===== src/rtl/fsw_defines.svh =====
/*
 * constants for the frequency select / watchdog recovery block.
 * assumes inclusion by bare name from rtl files; definitions only.
 */
`ifndef FSW_DEFINES_SVH
`define FSW_DEFINES_SVH

// ****************************************************************
// field widths, divider offset and strap wait
// ****************************************************************
`define FSW_SEL_W        5
`define FSW_N_W          8
`define FSW_M_W          7
`define FSW_DIV_OFFSET   9'h003
`define FSW_STRAP_WAIT   2'h2
// ****************************************************************
// watchdog timing
// ****************************************************************
`define FSW_WD_SHORT_MS  150
`define FSW_WD_LONG_MS   2500
`define FSW_CLK_MHZ      100
`define FSW_US_PER_MS    1000
`define FSW_RST_PULSE    8'h10

`endif


===== src/rtl/fsw_pkg.sv =====
/*
 * types for the frequency select / watchdog recovery block.
 * assumes fsw_defines.svh is on the include path.
 */
package fsw_pkg;
   // source that currently sets the cpu frequency
   typedef enum logic [1:0]
   {
      FSW_SRC_STRAP = 2'b00,
      FSW_SRC_TABLE = 2'b01,
      FSW_SRC_PROG  = 2'b10,
      FSW_SRC_RECOV = 2'b11
   } fsw_src_type;

   // watchdog states
   typedef enum logic [1:0]
   {
      FSW_WD_IDLE  = 2'b00,
      FSW_WD_WAIT  = 2'b01,
      FSW_WD_COUNT = 2'b10,
      FSW_WD_DONE  = 2'b11
   } fsw_wd_type;
endpackage


===== src/rtl/fsw_freq_ctrl.sv =====
/*
 * frequency select and watchdog recovery control.
 * assumes a serial bus slave on mclk_i presents register values as levels
 * plus one-cycle write strobes and a transaction-end pulse.
 */
// Behaviour
// - divider mode covers 50 to 248 MHz
// - programmable enable resets to disabled
// - straps set frequency when not overridden
// - override uses programmed table select
// - programmable mode uses N, M, gear
// - gear and ratio follow override choice
// - cpu N is 8 bits, M 7
// - cpu N or M update starts load
// - recovery select: straps or recovery dividers
// - time-out switches to recovery automatically
// - recovery N/M fields; update starts load
// - recovery ratio follows override choice
// - arm cleared stops and reloads counter
// - armed watchdog counts after frequency change
// - time-out resets system, activates recovery
// - frequency is G times (N+3)/(M+3)
// - time-out reset pulse gated by enable
// - change reset pulse gated by enable
`timescale 1ns/1ps
`default_nettype none
`include "fsw_defines.svh"

module fsw_freq_ctrl
   import fsw_pkg::*;
#(
   // start values in clock cycles; the products stay inside a 32-bit int
   parameter int WD_SHORT_CYC = `FSW_WD_SHORT_MS * `FSW_US_PER_MS * `FSW_CLK_MHZ,
   parameter int WD_LONG_CYC  = `FSW_WD_LONG_MS * `FSW_US_PER_MS * `FSW_CLK_MHZ
)
(
   input  wire logic                  mclk_i,
   input  wire logic                  rst_i,
   input  wire logic [`FSW_SEL_W-1:0] latched_strap_inputs_i,
   input  wire logic                  prog_enable_i,
   input  wire logic                  strap_bypass_select_i,
   input  wire logic [`FSW_SEL_W-1:0] table_select_i,
   input  wire logic [`FSW_N_W-1:0]   cpu_divider_n_i,
   input  wire logic [`FSW_M_W-1:0]   cpu_divider_m_i,
   input  wire logic                  cpu_div_wr_i,
   input  wire logic                  recovery_source_select_i,
   input  wire logic [`FSW_N_W-1:0]   recovery_divider_n_i,
   input  wire logic [`FSW_M_W-1:0]   recovery_divider_m_i,
   input  wire logic                  rec_div_wr_i,
   input  wire logic                  bus_done_i,
   input  wire logic                  watchdog_arm_i,
   input  wire logic                  wd_long_scale_i,
   input  wire logic                  timeout_reset_enable_i,
   input  wire logic                  change_reset_enable_i,
   output logic [1:0]                 freq_source_o,
   output logic [`FSW_SEL_W-1:0]      ratio_select_o,
   output logic [`FSW_N_W:0]          pll_num_o,
   output logic [`FSW_N_W:0]          pll_den_o,
   output logic                       freq_load_o,
   output logic                       recovery_active_o,
   output logic                       wd_timeout_o,
   output logic                       sys_reset_o
);

   // ****************************************************************
   // strap synchronisers
   // ****************************************************************
   // straps come from pins, so two stages before anything looks at them
   logic [`FSW_SEL_W-1:0] strap_s1_reg;
   logic [`FSW_SEL_W-1:0] strap_s2_reg;
   logic [`FSW_SEL_W-1:0] strap_latch_reg;
   logic [1:0]            strap_cnt_reg;
   logic                  strap_done_reg;

   always_ff @(posedge mclk_i)
   begin
      strap_s1_reg <= latched_strap_inputs_i;
      strap_s2_reg <= strap_s1_reg;
   end

   // straps caught once after reset release, when the chain is settled
   always_ff @(posedge mclk_i)
   begin
      if (rst_i)
      begin
         strap_cnt_reg  <= 2'h0;
         strap_done_reg <= 1'b0;
      end
      else if (!strap_done_reg)
      begin
         strap_cnt_reg <= strap_cnt_reg + 2'h1;
         if (strap_cnt_reg == `FSW_STRAP_WAIT)
         begin
            strap_latch_reg <= strap_s2_reg;
            strap_done_reg  <= 1'b1;
         end
      end
   end

   // ****************************************************************
   // divider shadow registers
   // ****************************************************************
   // pending writes become live only at transaction end, so both
   // halves of a pair change together
   logic [`FSW_N_W-1:0] cpu_n_reg;
   logic [`FSW_M_W-1:0] cpu_m_reg;
   logic [`FSW_N_W-1:0] rec_n_reg;
   logic [`FSW_M_W-1:0] rec_m_reg;
   logic                cpu_pend_reg;
   logic                rec_pend_reg;
   wire                 cpu_apply = (cpu_pend_reg || cpu_div_wr_i) && bus_done_i;
   wire                 rec_apply = (rec_pend_reg || rec_div_wr_i) && bus_done_i;

   always_ff @(posedge mclk_i)
   begin
      if (rst_i)
      begin
         cpu_n_reg    <= {`FSW_N_W{1'b0}};
         cpu_m_reg    <= {`FSW_M_W{1'b0}};
         rec_n_reg    <= {`FSW_N_W{1'b0}};
         rec_m_reg    <= {`FSW_M_W{1'b0}};
         cpu_pend_reg <= 1'b0;
         rec_pend_reg <= 1'b0;
      end
      else
      begin
         // a write landing with the end is applied at once, so an end
         // never leaves a stale pair to be applied again later
         cpu_pend_reg <= (cpu_div_wr_i || cpu_pend_reg) && !bus_done_i;
         rec_pend_reg <= (rec_div_wr_i || rec_pend_reg) && !bus_done_i;
         if (cpu_apply)
         begin
            cpu_n_reg <= cpu_divider_n_i;
            cpu_m_reg <= cpu_divider_m_i;
         end
         if (rec_apply)
         begin
            rec_n_reg <= recovery_divider_n_i;
            rec_m_reg <= recovery_divider_m_i;
         end
      end
   end

   // ****************************************************************
   // frequency source selection
   // ****************************************************************
   logic        recov_reg;
   fsw_src_type src_next;
   logic [`FSW_SEL_W-1:0] ratio_next;
   logic [`FSW_N_W:0]     num_next;
   logic [`FSW_N_W:0]     den_next;

   // gear and ratio always follow the override choice
   assign ratio_next = strap_bypass_select_i ? table_select_i
                                             : strap_latch_reg;

   // recovery wins, then divider mode, then table or strap
   assign src_next = recov_reg ? FSW_SRC_RECOV
                   : prog_enable_i ? FSW_SRC_PROG
                   : strap_bypass_select_i ? FSW_SRC_TABLE
                   : FSW_SRC_STRAP;

   // recovery from straps uses the table path, otherwise the divider pair;
   // the pll multiplies gear by num/den, num and den carrying the +3
   // offset; software keeps num above den for the 50..248 MHz span
   wire use_rec_div = recov_reg && recovery_source_select_i;
   assign num_next = use_rec_div ? {1'b0, rec_n_reg} + `FSW_DIV_OFFSET
                   : {1'b0, cpu_n_reg} + `FSW_DIV_OFFSET;
   assign den_next = use_rec_div ? {2'b00, rec_m_reg} + `FSW_DIV_OFFSET
                   : {2'b00, cpu_m_reg} + `FSW_DIV_OFFSET;

   // a frequency change is any new effective setting or an update of the divider pair in use
   logic [1:0]            src_q_reg;
   logic [`FSW_SEL_W-1:0] ratio_q_reg;
   logic [`FSW_N_W:0]     num_q_reg;
   logic [`FSW_N_W:0]     den_q_reg;
   wire src_changed = (src_next != src_q_reg) || (ratio_next != ratio_q_reg);
   wire div_changed = (num_next != num_q_reg) || (den_next != den_q_reg);
   wire div_in_use  = (src_next == FSW_SRC_PROG) || use_rec_div;
   wire freq_change = strap_done_reg
                   && (src_changed || (div_in_use && div_changed)
                       || (cpu_apply && src_next == FSW_SRC_PROG)
                       || (rec_apply && use_rec_div));

   // output register bank; all outputs straight from flops
   always_ff @(posedge mclk_i)
   begin
      if (rst_i)
      begin
         // divider mode is off out of reset, so the straps lead
         src_q_reg   <= FSW_SRC_STRAP;
         ratio_q_reg <= {`FSW_SEL_W{1'b0}};
         num_q_reg   <= `FSW_DIV_OFFSET;
         den_q_reg   <= `FSW_DIV_OFFSET;
         freq_load_o <= 1'b0;
      end
      else
      begin
         src_q_reg   <= src_next;
         ratio_q_reg <= ratio_next;
         num_q_reg   <= num_next;
         den_q_reg   <= den_next;
         freq_load_o <= freq_change;
      end
   end

   // outputs mirror the registered bank; no logic between flop and pin
   assign freq_source_o     = src_q_reg;
   assign ratio_select_o    = ratio_q_reg;
   assign pll_num_o         = num_q_reg;
   assign pll_den_o         = den_q_reg;
   assign recovery_active_o = recov_reg;

   // ****************************************************************
   // watchdog
   // ****************************************************************
   fsw_wd_type wd_state_reg;
   fsw_wd_type wd_state_next;
   logic [31:0] wd_cnt_reg;
   logic [31:0] wd_cnt_next;
   wire  [31:0] wd_start = wd_long_scale_i ? WD_LONG_CYC[31:0] : WD_SHORT_CYC[31:0];
   // firing needs arm still high, so a disarm on the last count wins
   wire         wd_fire  = (wd_state_reg == FSW_WD_COUNT) && (wd_cnt_reg == 32'h1)
                        && watchdog_arm_i;

   // wait for a change before counting, so an armed but quiet
   // system never times out on its own
   always_comb
   begin
      wd_state_next = wd_state_reg;
      wd_cnt_next   = wd_cnt_reg;
      case (wd_state_reg)
         FSW_WD_IDLE:
         begin
            wd_cnt_next = wd_start;
            if (watchdog_arm_i)
               wd_state_next = FSW_WD_WAIT;
         end
         FSW_WD_WAIT:
         begin
            wd_cnt_next = wd_start;
            if (freq_change)
               wd_state_next = FSW_WD_COUNT;
         end
         FSW_WD_COUNT:
         begin
            wd_cnt_next = wd_cnt_reg - 32'h1;
            if (wd_fire)
               wd_state_next = FSW_WD_DONE;
         end
         FSW_WD_DONE:
            wd_state_next = FSW_WD_DONE;
         default:
            wd_state_next = FSW_WD_IDLE;
      endcase
      // clearing arm stops and reloads from any state
      if (!watchdog_arm_i)
      begin
         wd_state_next = FSW_WD_IDLE;
         wd_cnt_next   = wd_start;
      end
   end

   // reset pulse stretched so the system sees a usable width
   logic [7:0] rst_cnt_reg;
   wire        rst_trigger = (wd_fire && timeout_reset_enable_i)
                          || (freq_change && change_reset_enable_i);

   always_ff @(posedge mclk_i)
   begin
      if (rst_i)
      begin
         wd_state_reg <= FSW_WD_IDLE;
         wd_cnt_reg   <= 32'h0;
         recov_reg    <= 1'b0;
         wd_timeout_o <= 1'b0;
         rst_cnt_reg  <= 8'h00;
         sys_reset_o  <= 1'b0;
      end
      else
      begin
         wd_state_reg <= wd_state_next;
         wd_cnt_reg   <= wd_cnt_next;
         // recovery holds until the watchdog is disarmed
         if (wd_fire)
            recov_reg <= 1'b1;
         else if (!watchdog_arm_i)
            recov_reg <= 1'b0;
         wd_timeout_o <= wd_fire;
         if (rst_trigger)
            rst_cnt_reg <= `FSW_RST_PULSE;
         else if (rst_cnt_reg != 8'h00)
            rst_cnt_reg <= rst_cnt_reg - 8'h01;
         sys_reset_o <= rst_trigger || (rst_cnt_reg > 8'h01);
      end
   end

endmodule // fsw_freq_ctrl
`default_nettype wire


===== config.mk =====
export PLATFORM = sky130hd
export DESIGN_NAME = fsw_freq_ctrl
export DESIGN_NICKNAME = d
export VERILOG_FILES = /design/src/rtl/fsw_pkg.sv /design/src/rtl/fsw_freq_ctrl.sv
export VERILOG_INCLUDE_DIRS = /design/src /design/src/rtl
export SDC_FILE = /design/constraint.sdc
export NUM_CORES = 1
export LEC_CHECK = 0
export BUFFER_PORTS_ARGS = -buffer_cell sky130_fd_sc_hd__buf_4
export CAP_MARGIN = 20
export CORE_ASPECT_RATIO = 0.5
export CORE_MARGIN = 2
export CORE_UTILIZATION = 45
export DETAILED_ROUTE_END_ITERATION = 8
export GPL_TIMING_DRIVEN = 0
export PLACE_DENSITY = 0.65
export SLEW_MARGIN = 20
export SYNTH_ARGS = -nofsm -noshare
export SYNTH_HDL_FRONTEND = slang
export SYNTH_SLANG_ARGS = --single-unit

===== constraint.sdc =====
create_clock -name mclk_i -period 7.2 [get_ports mclk_i]
set_input_delay 0 -clock mclk_i [delete_from_list [all_inputs] [get_ports mclk_i]]
set_output_delay 0 -clock mclk_i [all_outputs]
set_load 0.05 [all_outputs]

==> key figures, run 1 <==
Outcome
  • Status: completed

Routing
  • DRC viols: 0
  • Routed wire length: 13,080 um
  • Detailed Route Iter0 Violations: 181
  • DR WL/cell: 14.32 um
  • First-pass DRT Iterations: 4
  • DR vias: 4,643
  • Vias per cell: between 5 and 6
  • Antenna-violating nets left: 0

Clock network
  • CTS tree: yes
  • H-tree Lvls: 4
  • Clk Latency, worst-skew pair: slightly above 0.4 ns
  • CTS clock-pin slew for the worst setup and hold paths: 0.05 ns
  • Clock sinks: 120
  • Max Root-Sink Buffers: 2
  • Post_cts resized: 0
  • Number of buffers created by CTS: 17
  • Root Buffer: clkbuf_16

Floorplanning
  • IO Pins: 81
  • Num rows: 28
  • Die X: 158.5 um
  • Starting Density: a little under half
  • Placeable Area: 11,740 um2
  • Die area: 12,880 um2
  • DIE HEIGHT: 81.25 um

STA
  • Fin crit share: 46.83%
  • Relative slew slack: 55.30%
  • Worst slew pin tran: roughly 0.67 ns
  • Max Freq: 0.2966 GHz
  • Worst Skew: approximately 0.012 ns
  • Final Max Tran Viols: 0
  • RSZ-0062 raised after global routing: no
  • Setup_tns: 0 ns
  • Fin crit period: 3.372 ns
  • Setup-violating endpoint count in the final report: 0
  • Final Hold Fails: 0

Cells and area
  • Most common cell after layout, fill and taps aside: dfxtp_1
  • Filler cells: 993
  • Layout cells sized above 1: 18.05%
  • Commonest cells after routing, fill and taps aside: dfxtp_1, nand2_1, buf_4
  • Finished Core Util: 61.77%
  • Antenna cells: 0
  • Layout Nets: 794
  • Max reg flops: 32
  • Post-route insts no fill: 913
  • Finished Cell Area: 7249 um2
  • Layout area overhead: 35.00%

Yosys
  • Ys flop type: dfxtp_1
  • Synth Warn #: 0
  • Mapped Area: 5370 um2
  • Synth Instances: 593
  • XOR/XNOR Fraction of Synth Area: 11.86%
  • Largest family of logic cells by synthesized area: simple AND/OR/NAND/NOR gates
  • Synthesized area per cell: 9.056 um2
  • Syn Nets: 652
  • Multiplexer area fraction after synthesis: 3.728%
  • Synthesized flop and latch total: 120
  • Synth Area in Simple Gates: 22.02%
  • Synthesized-area fraction occupied by adder cells: ~1.6%
  • Complex-gate fraction of the synthesized area: 12.00%
  • Yosys cell types: 62
  • EDFF count, synth: 5
  • Async SR Flop Fraction: 0%
  • Seq/Total Area, Yosys: between 40% and 50%

Min path
  • Hold Path Class: primary input to flop

Worst setup path
  • CP Launch Type: flop
  • Worst EP arrival: 3.69 ns
  • Worst Path Max Fanout: 10
  • Critical Path End Type: flop
  • R2R setup slack: approximately 3.8 ns
  • WS Path Type: flop to flop
  • Worst EP required: 7.52 ns

Place
  • Port bufs: just under 80
  • Post-DP HPWL: a little over 9000 um
  • RD Place Congestion: 0.8450
  • Placed cell count: 835
  • Placed Area: 6155 um2

Power and ir drop
  • VDD IR max: 0.1779 mV
  • Overall Power: 2062 uW
  • LEAKAGE: about 0.003 uW
  • Pwr Density: 284.5 nW/um2

GRT
  • Number of antenna violations at the first check in global routing: 0
  • Vias in the first global route: 4,412
  • Grt total ovfl: 0
  • First-pass GRT wire length: 20,800 um
  • Largest net degree at the start of global routing: 17
  • GRT Util Overall: 21.10%

Flow run
  • Max Cap Viol: 0
==> final cells by class <==
| cell class | count | area, um2 | area share (%) |
|---|---|---|---|
| clock buffers | 18 | 429.2 | 5.920 |
| inverters | 9 | 33.78 | 0.4660 |
| flip-flops and latches | 120 | 2452 | 33.83 |
| well taps | 165 | 206.4 | 2.848 |
| clock inverters | 14 | 205.2 | 2.831 |
| repair buffers | 123 | 1039 | 14.33 |
| multi-input cells | 437 | 2755 | 38.00 |
| plain buffers | 27 | 128.9 | 1.778 |
==> cells in the mapped netlist, drive strengths merged (10+ instances only) <==
cell type	instances	share of area, %
clkbuf	17	1.2
mux2i	20	3.7
o21ai	18	1.7
buf	10	1.2
xor2	29	4.9
nor4	19	3.0
xnor2	35	5.7
a21oi	65	6.1
dfxtp	115	43
nor2	53	3.8
nand2	87	6.1
nand3	13	1.2
nor3	17	1.7
==> cells by family (layout without fill, tap and decap cells) <==
family,after synthesis,count (layout)
multiplexers,20,20
AO/OA/AOI/OAI,104,104
AND/OR/NAND/NOR,238,238
XOR/XNOR,67,67
other,1,1
flip-flops,120,120
adder cells (fa/ha/maj),7,7
buffers and inverters,36,191
==> repair_timing <==
action / CTS / global route
setup buffers: 0 / 0
hold buffers: 46 / 0
hold endpoints to repair: 48 / 0
==> stage by stage <==
stage	hold slack, ns	worst slack [ns]
floorplan	0.02772	3.999
global placement	0.1044	3.914
detailed placement	0.1058	3.866
CTS	0.08062	3.821
global route	0.1011	3.558
finish	0.07828	3.828
==> worst max-delay path, cell delays in order, from the launching register on <==
cell and delay, ns:
dfxtp_1 0.47, nand2_1 0.11, buf_4 0.20, buf_4 0.21, mux2i_1 0.14, ha_1 0.27, nor4_1 0.40, nor2_1 0.15
xnor2_1 0.19, a2111oi_4 0.30, nand4_2 0.22, and3_4 0.24, buf_6 0.14, nor4_2 0.25
==> routing by layer <==
metal	GRT usage (%)	vias to the layer above	share of wire, %
met5	0	-	0
met4	8.198	0	1.7
met3	4.856	23	3.5
met2	36.83	95	48
met1	25.66	2190	47
li1	-	2335	-
==> where the power goes <==
group          switching (uW)  internal (uW)  leakage, uW  total, uW
combinational             214            168      0.00165        382
sequential               42.5            727     0.000991        769
clock                     301            610     0.000303        911
total                     558           1500      0.00294       2060
==> path summary, 6_finish.rpt <==
path,startpoint,to,cells after the start
hold / removal,strap_bypass_select_i,ratio_select_o[2]$_SDFF_PP0_,3
setup reg to reg,recovery_active_o$_SDFFE_PP0P_,rst_cnt_reg[5]$_SDFFE_PP0P_,13
hold reg to reg,strap_s1_reg[1]$_DFF_P_,strap_s2_reg[1]$_DFF_P_,0
setup / recovery,recovery_active_o$_SDFFE_PP0P_,rst_cnt_reg[5]$_SDFFE_PP0P_,13
Power figures use the tool's default switching activity.
==> run 2, diff against run 1 <==
Settings changed: PLACE_DENSITY 0.65 to 0.68.
Clock period 7.2 ns to 3 ns, I/O delays scaled along.
==> run 2 against run 1 <==
  * Critical path depth did not move
  * Sequential power rose by 140%
  * Via count rose by 2.2%
  * Clock skew fell by 0.0036 ns
  * Global-route usage rose by 0.71 points
  * Register-to-register slack got worse by 3.7 ns
  * Cell area rose by 1.2%
  * Power rose by 130%
  * Wire length rose by 3.3%
  * Fmax rose by 16%
  * Final cell count rose by 0.55%
  * Hold slack got worse by 0.048 ns
==> key figures, run 2 (same netlist as run 1, synthesis figures left out) <==
Outcome
  • Status: completed (unchanged)

Place
  • Placed cell count: 835 (unchanged)
  • Worst slack, placed: -0.2419 ns (was 3.866 ns)
  • RD Place Congestion: 0.8245 (was 0.8450)
  • Placed Area: 6158 um2 (was 6155 um2)
  • Post-DP HPWL: 9027 um (was 9104 um)
  • Port bufs: 77 (unchanged)

Routing
  • DR WL/cell: 14.71 um (was 14.32 um)
  • Detailed Route Iter0 Violations: 231 (was 181)
  • Routed wire length: 13,500 um (was 13,080 um)
  • DR vias: 4,743 (was 4,643)
  • Antenna-violating nets left: 0 (unchanged)
  • Vias per cell: 5.167 (was 5.085)
  • First-pass DRT Iterations: 5 (was 4)
  • DRC viols: 0 (unchanged)

STA
  • Worst slew pin tran: 0.6729 ns (was 0.6691 ns)
  • Setup-violating endpoint count in the final report: 0 (unchanged)
  • Fin crit share: 96.92% (was 46.83%)
  • Final Hold Fails: 0 (unchanged)
  • Post-route setup slack: 0.09240 ns (was 3.828 ns)
  • Fin crit period: 2.908 ns (was 3.372 ns)
  • Max Freq: 0.3439 GHz (was 0.2966 GHz)
  • Worst Skew: 0.008768 ns (was 0.01238 ns)
  • RSZ-0062 raised after global routing: yes (was no)
  • Relative slew slack: 55.04% (was 55.30%)
  • Final Max Tran Viols: 0 (unchanged)

Worst setup path
  • CP peak stage delay: 0.37 ns (was 0.47 ns)
  • Critical Path End Type: flop (unchanged)
  • CP Buf/Inv Count: 3 (unchanged)
  • Crit path cell chain: nand2_2 -> buf_6 -> buf_12 -> mux2i_2 -> ha_2 -> xnor2_2 -> xnor2_1 -> nor4_2 -> o2111a_1 -> nand4_4 -> and3_4 -> buf_6 -> nor4_4 (was nand2_1 -> buf_4 -> buf_4 -> mux2i_1 -> ha_1 -> nor4_1 -> nor2_1 -> xnor2_1 -> a2111oi_4 -> nand4_2 -> and3_4 -> buf_6 -> nor4_2)
  • Worst EP arrival: 3.23 ns (was 3.69 ns)
  • CP dominant cell by count: buf_6 (was buf_4)
  • CP Launch Type: flop (unchanged)
  • CP delay by family, top: simple AND/OR/NAND/NOR gates (unchanged)
  • WS Path Type: flop to flop (unchanged)
  • Worst Path Max Fanout: 10 (unchanged)
  • Worst EP required: 3.32 ns (was 7.52 ns)
  • Slowest CP cell: dfxtp_4 (was dfxtp_1)

Clock network
  • Max Root-Sink Buffers: 2 (unchanged)
  • Clock sinks: 120 (unchanged)
  • H-tree Lvls: 4 (unchanged)
  • CTS clock-pin slew for the worst setup and hold paths: 0.06 ns (was 0.05 ns)
  • Clk Latency, worst-skew pair: 0.41 ns (about the same)
  • Number of buffers created by CTS: 17 (unchanged)
  • CTS tree: yes (unchanged)
  • Root Buffer: clkbuf_16 (unchanged)

Cells and area
  • Commonest cells after routing, fill and taps aside: dfxtp_1, nand2_1, buf_4 (unchanged)
  • Filler cells: 979 (was 993)
  • Multi-input gate area: 2828 um2 (was 2755 um2)
  • Most common cell after layout, fill and taps aside: dfxtp_1 (unchanged)
  • Max reg flops: 32 (unchanged)
  • Antenna cells: 0 (unchanged)
  • Layout Nets: 799 (was 794)
  • Layout cells sized above 1: 20.72% (was 18.05%)
  • Layout area overhead: 36.60% (was 35.00%)
  • Total area of sequential cells: 2456 um2 (was 2452 um2)
  • Post-route insts no fill: 918 (was 913)
  • Finished Cell Area: 7336 um2 (was 7249 um2)
  • Finished Core Util: 62.51% (was 61.77%)

Floorplanning
  • IO Pins: 81 (unchanged)
  • DIE HEIGHT: 81.25 um (unchanged)
  • Num rows: 28 (unchanged)
  • Placeable Area: 11,740 um2 (unchanged)
  • Die area: 12,880 um2 (unchanged)
  • Die X: 158.5 um (unchanged)
  • Starting Density: 45.76% (unchanged)

GRT
  • Grt total ovfl: 0 (unchanged)
  • Vias in the first global route: 4,604 (was 4,412)
  • Number of antenna violations at the first check in global routing: 0 (unchanged)
  • Largest net degree at the start of global routing: 17 (unchanged)
  • First-pass GRT wire length: 21,620 um (was 20,800 um)
  • GRT Util Overall: 21.81% (was 21.10%)

Flow run
  • Max Cap Viol: 0 (unchanged)

Min path
  • Hold Path Class: primary input to flop (unchanged)

Power and ir drop
  • LEAKAGE: 0.002933 uW (was 0.002945 uW)
  • Pwr Density: 657.4 nW/um2 (was 284.5 nW/um2)
  • VDD IR max: 0.4573 mV (was 0.1779 mV)
[run 2: layout make-up]
| cell class | instances | area share (%) |
|---|---|---|
| plain buffers | 27 | 1.979 |
| multi-input cells | 437 | 38.55 |
| clock inverters | 14 | 2.064 |
| well taps | 165 | 2.814 |
| repair buffers | 128 | 14.67 |
| flip-flops and latches | 120 | 33.48 |
| clock buffers | 18 | 5.987 |
| inverters | 9 | 0.4605 |
[run 2: report_power, final]
group	internal (uW)	switching, uW
Sequential	1740	104
Clock	1250	777
Combinational	416	536
[run 2: final timing paths]
kind                                                     start                          end  slack, ns  cells after the start
worst max-delay path            recovery_active_o$_SDFFE_PP0P_  rst_cnt_reg[7]$_SDFFE_PP0P_       0.09                     13
worst min register to register         strap_s1_reg[2]$_DFF_P_      strap_s2_reg[2]$_DFF_P_       0.33                      0
worst max register to register  recovery_active_o$_SDFFE_PP0P_  rst_cnt_reg[7]$_SDFFE_PP0P_       0.09                     13
worst min-delay path                              rec_div_wr_i    rec_n_reg[7]$_SDFFE_PP0P_       0.03                      4
[run 2: tightest hold or removal path, delay by kind of cell]
| family | cells | cell delay, ns |
|---|---|---|
| AO/OA/AOI/OAI | 2 | 0.19 |
| buffers and inverters | 1 | 0.09 |
| AND/OR/NAND/NOR | 1 | 0.11 |
[run 2: per-stage QoR]
stage                     hold slack [ns]  power (uW)  setup TNS (ns)
after CTS                         0.01938        4804               0
after global routing              0.03686        5034         -0.2656
final                             0.03036        4822               0
after detailed placement           0.1066        2742          -1.551
after floorplan                   0.02772        2516               0
after global placement             0.1048        2724          -1.643
[run 2: layer usage]
layer | part of all wire, % | vias to the layer above | global-route usage [%]
met1 | 45 | 2266 | 26.06
met2 | 49 | 114 | 38.61
met3 | 4.0 | 27 | 4.429
met5 | 0 | - | 0
met4 | 2.2 | 0 | 9.640
li1 | - | 2336 | -
[run 2: timing repair]
action                                 in CTS  in global routing
setup endpoints to repair                  10                 10
pin swaps                                   1                  5
hold buffers                               46                  0
endpoints found under the hold margin      49                  0
buffers inserted                            3                  2
resized for setup                           8                 11
==> run 3, diff against run 2 <==
Settings changed: ABC_AREA from default to 1, CORE_UTILIZATION 45 to 52, PLACE_DENSITY 0.68 to 0.76.
==> run 3 against run 2 <==
  * Register-to-register slack better by 0.25 ns
  * Cell area up 6.3%
  * Synthesized area is 11% higher
  * Final cell count rose by 23%
  * Clock-buffer cell count increased by 4
  * Fmax grew 9.5%
  * Clock skew up 0.0020 ns
  * Setup slack gained 0.25 ns
  * Synthesized cell count increased by 39%
  * Combinational power rose by 6%
  * Core utilization is 8.1 points higher
  * Hold slack improved by 0.0035 ns
  * Highest routed layer unchanged
==> key figures, run 3 <==
GRT
  • Largest net degree at the start of global routing: 17 (unchanged)
  • First-pass GRT wire length: 28,170 um (was 21,620 um)
  • Number of antenna violations at the first check in global routing: 0 (unchanged)
  • Vias in the first global route: 6,059 (was 4,604)
  • Grt total ovfl: 0 (unchanged)
  • GRT Util Overall: 29.11% (was 21.81%)

Floorplanning
  • Die area: 12,350 um2 (was 12,880 um2)
  • Num rows: 27 (was 28)
  • IO Pins: 81 (unchanged)
  • DIE HEIGHT: 79.59 um (was 81.25 um)
  • Placeable Area: 11,050 um2 (was 11,740 um2)
  • Starting Density: 53.79% (was 45.76%)
  • Die X: 155.2 um (was 158.5 um)

Worst setup path
  • CP Launch Type: flop (unchanged)
  • Cell depth of the worst setup path: 20 (was 13)
  • R2R cell count: 20 (was 13)
  • CP Buf/Inv Count: 2 (was 3)
  • Worst Path Max Fanout: 10 (unchanged)
  • CP delay by family, top: simple AND/OR/NAND/NOR gates (unchanged)
  • Worst EP arrival: 2.96 ns (was 3.23 ns)
  • Worst EP required: 3.31 ns (was 3.32 ns)
  • RR Startpoint: recovery_active_o$_SDFFE_PP0P_ (unchanged)
  • WS Path Type: flop to flop (unchanged)
  • Slowest CP cell: ha_1 (was dfxtp_4)
  • Critical Path End Type: flop (unchanged)
  • R2R Path End: wd_state_reg[1]$_SDFFE_PP0P_ (was rst_cnt_reg[7]$_SDFFE_PP0P_)
  • CP dominant cell by count: nand2_1 (was buf_6)
  • R2R setup slack: 0.34 ns (was 0.09 ns)
  • Crit path cell chain: buf_6 -> nand2_8 -> buf_12 -> nand2_4 -> nand2_4 -> ha_1 -> xor2_1 -> nand4_1 -> nor2_1 -> nand2_1 -> nor2_1 -> nand3_1 -> nor2_1 -> nand2_1 -> nand2_1 -> nand2_2 -> nand2_1 -> nor2_2 -> nand2_1 -> nand2_1 (was nand2_2 -> buf_6 -> buf_12 -> mux2i_2 -> ha_2 -> xnor2_2 -> xnor2_1 -> nor4_2 -> o2111a_1 -> nand4_4 -> and3_4 -> buf_6 -> nor4_4)
  • CP peak stage delay: 0.36 ns (was 0.37 ns)
  • Critical path endpoint: wd_state_reg[1]$_SDFFE_PP0P_ (was rst_cnt_reg[7]$_SDFFE_PP0P_)
  • Worst Setup SP: recovery_active_o$_SDFFE_PP0P_ (unchanged)

Cells and area
  • Commonest cells after routing, fill and taps aside: nand2_1, nor2_1, dfxtp_1 (was dfxtp_1, nand2_1, buf_4)
  • Layout cells sized above 1: 17.35% (was 20.72%)
  • Max reg flops: 32 (unchanged)
  • Layout Nets: 1,026 (was 799)
  • Layout area overhead: 31.21% (was 36.60%)
  • Most common cell after layout, fill and taps aside: nand2_1 (was dfxtp_1)
  • Antenna cells: 0 (unchanged)

Routing
  • Antenna-violating nets left: 0 (unchanged)
  • DRC viols: 0 (unchanged)
  • Vias per cell: 5.450 (was 5.167)
  • DR WL/cell: 15.64 um (was 14.71 um)
  • Routed wire length: 17,600 um (was 13,500 um)
  • First-pass DRT Iterations: 6 (was 5)
  • DR vias: 6,131 (was 4,743)
  • Detailed Route Iter0 Violations: 479 (was 231)

Yosys
  • Seq/Total Area, Yosys: 41.27% (was 45.67%)
  • Synth Warn #: 0 (unchanged)
  • Yosys top cell by area: dfxtp_1 (unchanged)
  • EDFF count, synth: 5 (unchanged)
  • Complex-gate fraction of the synthesized area: 12.74% (was 12.00%)
  • Most common cell in the netlist: nand2_1 (was dfxtp_1)
  • Synth Instances: 825 (was 593)
  • Synthesized area per cell: 7.202 um2 (was 9.056 um2)
  • Async SR Flop Fraction: 0% (unchanged)
  • Synthesized-area fraction occupied by adder cells: 1.474% (was 1.631%)
  • Ys flop type: dfxtp_1 (unchanged)
  • Yosys cell types: 51 (was 62)
  • Synth top cells by count: nand2_1, nor2_1, dfxtp_1 (was dfxtp_1, nand2_1, a21oi_1)
  • Synth Area in Simple Gates: 31.73% (was 22.02%)
  • Multiplexer area fraction after synthesis: 0.5054% (was 3.728%)
  • Largest family of logic cells by synthesized area: simple AND/OR/NAND/NOR gates (unchanged)
  • Largest cells by area after synthesis: dfxtp_1, nand2_1, nor2_1, inv_1, o21ai_0 (was dfxtp_1, a21oi_1, nand2_1, xnor2_1, xor2_1)
  • Area share of the largest cell type after synthesis: 38.74% (was 42.87%)
  • Syn Nets: 884 (was 652)
  • Mapped Area: 5942 um2 (was 5370 um2)
  • Synthesized flop and latch total: 120 (unchanged)
  • XOR/XNOR Fraction of Synth Area: 2.358% (was 11.86%)

Min path
  • Hold Path Class: primary input to flop (unchanged)

STA
  • Setup-violating endpoint count in the final report: 0 (unchanged)
  • Final Max Tran Viols: 0 (unchanged)
  • Worst slew pin tran: 0.7439 ns (was 0.6729 ns)
  • RSZ-0062 raised after global routing: no (was yes)
  • Fin crit share: 88.51% (was 96.92%)
  • Worst Skew: 0.01074 ns (was 0.008768 ns)
  • Max Freq: 0.3766 GHz (was 0.3439 GHz)
  • Hold Slack: 0.03388 ns (was 0.03036 ns)
  • Setup_tns: 0 ns (unchanged)
  • Final Hold Fails: 0 (unchanged)
  • Fin crit period: 2.655 ns (was 2.908 ns)
  • Relative slew slack: 50.41% (was 55.04%)

Power and ir drop
  • Pwr Density: 645.9 nW/um2 (was 657.4 nW/um2)
  • LEAKAGE: 0.003507 uW (was 0.002933 uW)
  • VDD IR max: 0.3841 mV (was 0.4573 mV)

Clock network
  • Root Buffer: clkbuf_16 (unchanged)
  • Max Root-Sink Buffers: 2 (unchanged)
  • Clock sinks: 120 (unchanged)
  • CTS tree: yes (unchanged)
  • Clk Latency, worst-skew pair: 0.42 ns (was 0.41 ns)
  • H-tree Lvls: 4 (unchanged)
  • Number of buffers created by CTS: 17 (unchanged)
  • CTS clock-pin slew for the worst setup and hold paths: 0.06 ns (about the same)

Place
  • RD Place Congestion: 0.9119 (was 0.8245)
  • Port bufs: 77 (unchanged)
  • Post-DP HPWL: 11,410 um (was 9027 um)

Outcome
  • Status: completed (unchanged)

Flow run
  • Max Cap Viol: 0 (unchanged)
## run 3: cell types whose count changed after synthesis, moves of 12 or more
cell and change:
nand2_1 +41, o21ai_0 +56, nand3_1 +48, xnor2_1 -29, inv_1 +105, nor2_2 +12, xor2_1 -18, nor2_1 +64
nand2_2 +14, mux2i_1 -17
## run 3: layer usage
layer  vias up  track usage (%)  wire length [um]
li1       2961                -                 -
met1      2812            33.70              7208
met2       302            52.04              8473
met3        56            6.569              1389
met4         0            13.67               524
met5         -                0                 0
## run 3: how the worst min path moves through the flow
| stage | start | end | slack [ns] | cells past startpoint |
|---|---|---|---|---|
| 6_report | wd_long_scale_i | wd_cnt_reg[17]$_SDFFE_PP0P_ | 0.03 | 5 |
| 5_1_grt | cpu_divider_n_i[4] | cpu_n_reg[4]$_SDFFE_PP0P_ | 0.04 | 3 |
| 4_1_cts | cpu_divider_n_i[4] | cpu_n_reg[4]$_SDFFE_PP0P_ | 0.001 | 3 |
| 3_5_place_dp | latched_strap_inputs_i[2] | strap_s1_reg[2]$_DFF_P_ | 0.11 | 1 |
| 3_3_place_gp | latched_strap_inputs_i[2] | strap_s1_reg[2]$_DFF_P_ | 0.10 | 1 |
| 2_1_floorplan | latched_strap_inputs_i[0] | strap_s1_reg[0]$_DFF_P_ | 0.03 | 0 |
## run 3: where the power goes
group	switching [uW]	total (uW)	internal (uW)	leakage [uW]
Clock	757	2180	1420	0.000312
Sequential	99.0	1850	1750	0.000995
Combinational	622	1010	386	0.00220
Total	1480	5040	3560	0.00351
## run 3: final cells by class
class | instances | area, um2
clock buffer | 22 | 495.5
fill | 860 | 3251
tap | 145 | 181.4
inverter | 115 | 431.7
multi-input combinational | 565 | 2904
timing repair buffer | 123 | 1039
buffer | 25 | 153.9
clock inverter | 10 | 138.9
sequential | 120 | 2452
## run 3: timing repair
item,CTS,global route
buffers inserted,0,0
gates resized for setup,0,0
hold endpoints to repair,48,0
hold buffers,46,0
setup endpoints to repair,0,0
## run 3: kinds of logic after synthesis
| kind of cell | count (synthesis) |
|---|---|
| other cells | 1 |
| buf+inv | 140 |
| fa+ha+maj | 7 |
| flops | 120 |
| mux | 3 |
| xor+xnor | 16 |
| compound gates | 142 |
| simple gates | 396 |
## run 3: worst min-delay path, cell delays in order
cell and delay, ns:
buf_4 0.07, inv_1 0.07, nand2_1 0.07, o21ai_0 0.07, a21oi_1 0.11
## run 3: through the flow
stage	cell area, um2	utilization [%]	total power, uW	cells	setup slack (ns)
6_report	7796	70.57	5036	1125	0.3446
5_1_grt	7796	70.57	5254	1125	0.01840
4_1_cts	7796	70.57	5015	1125	0.3550
3_5_place_dp	6701	60.66	2802	1047	0.3827
3_3_place_gp	6701	60.66	2773	1047	0.4267
2_1_floorplan	5942	-	2552	825	0.3827
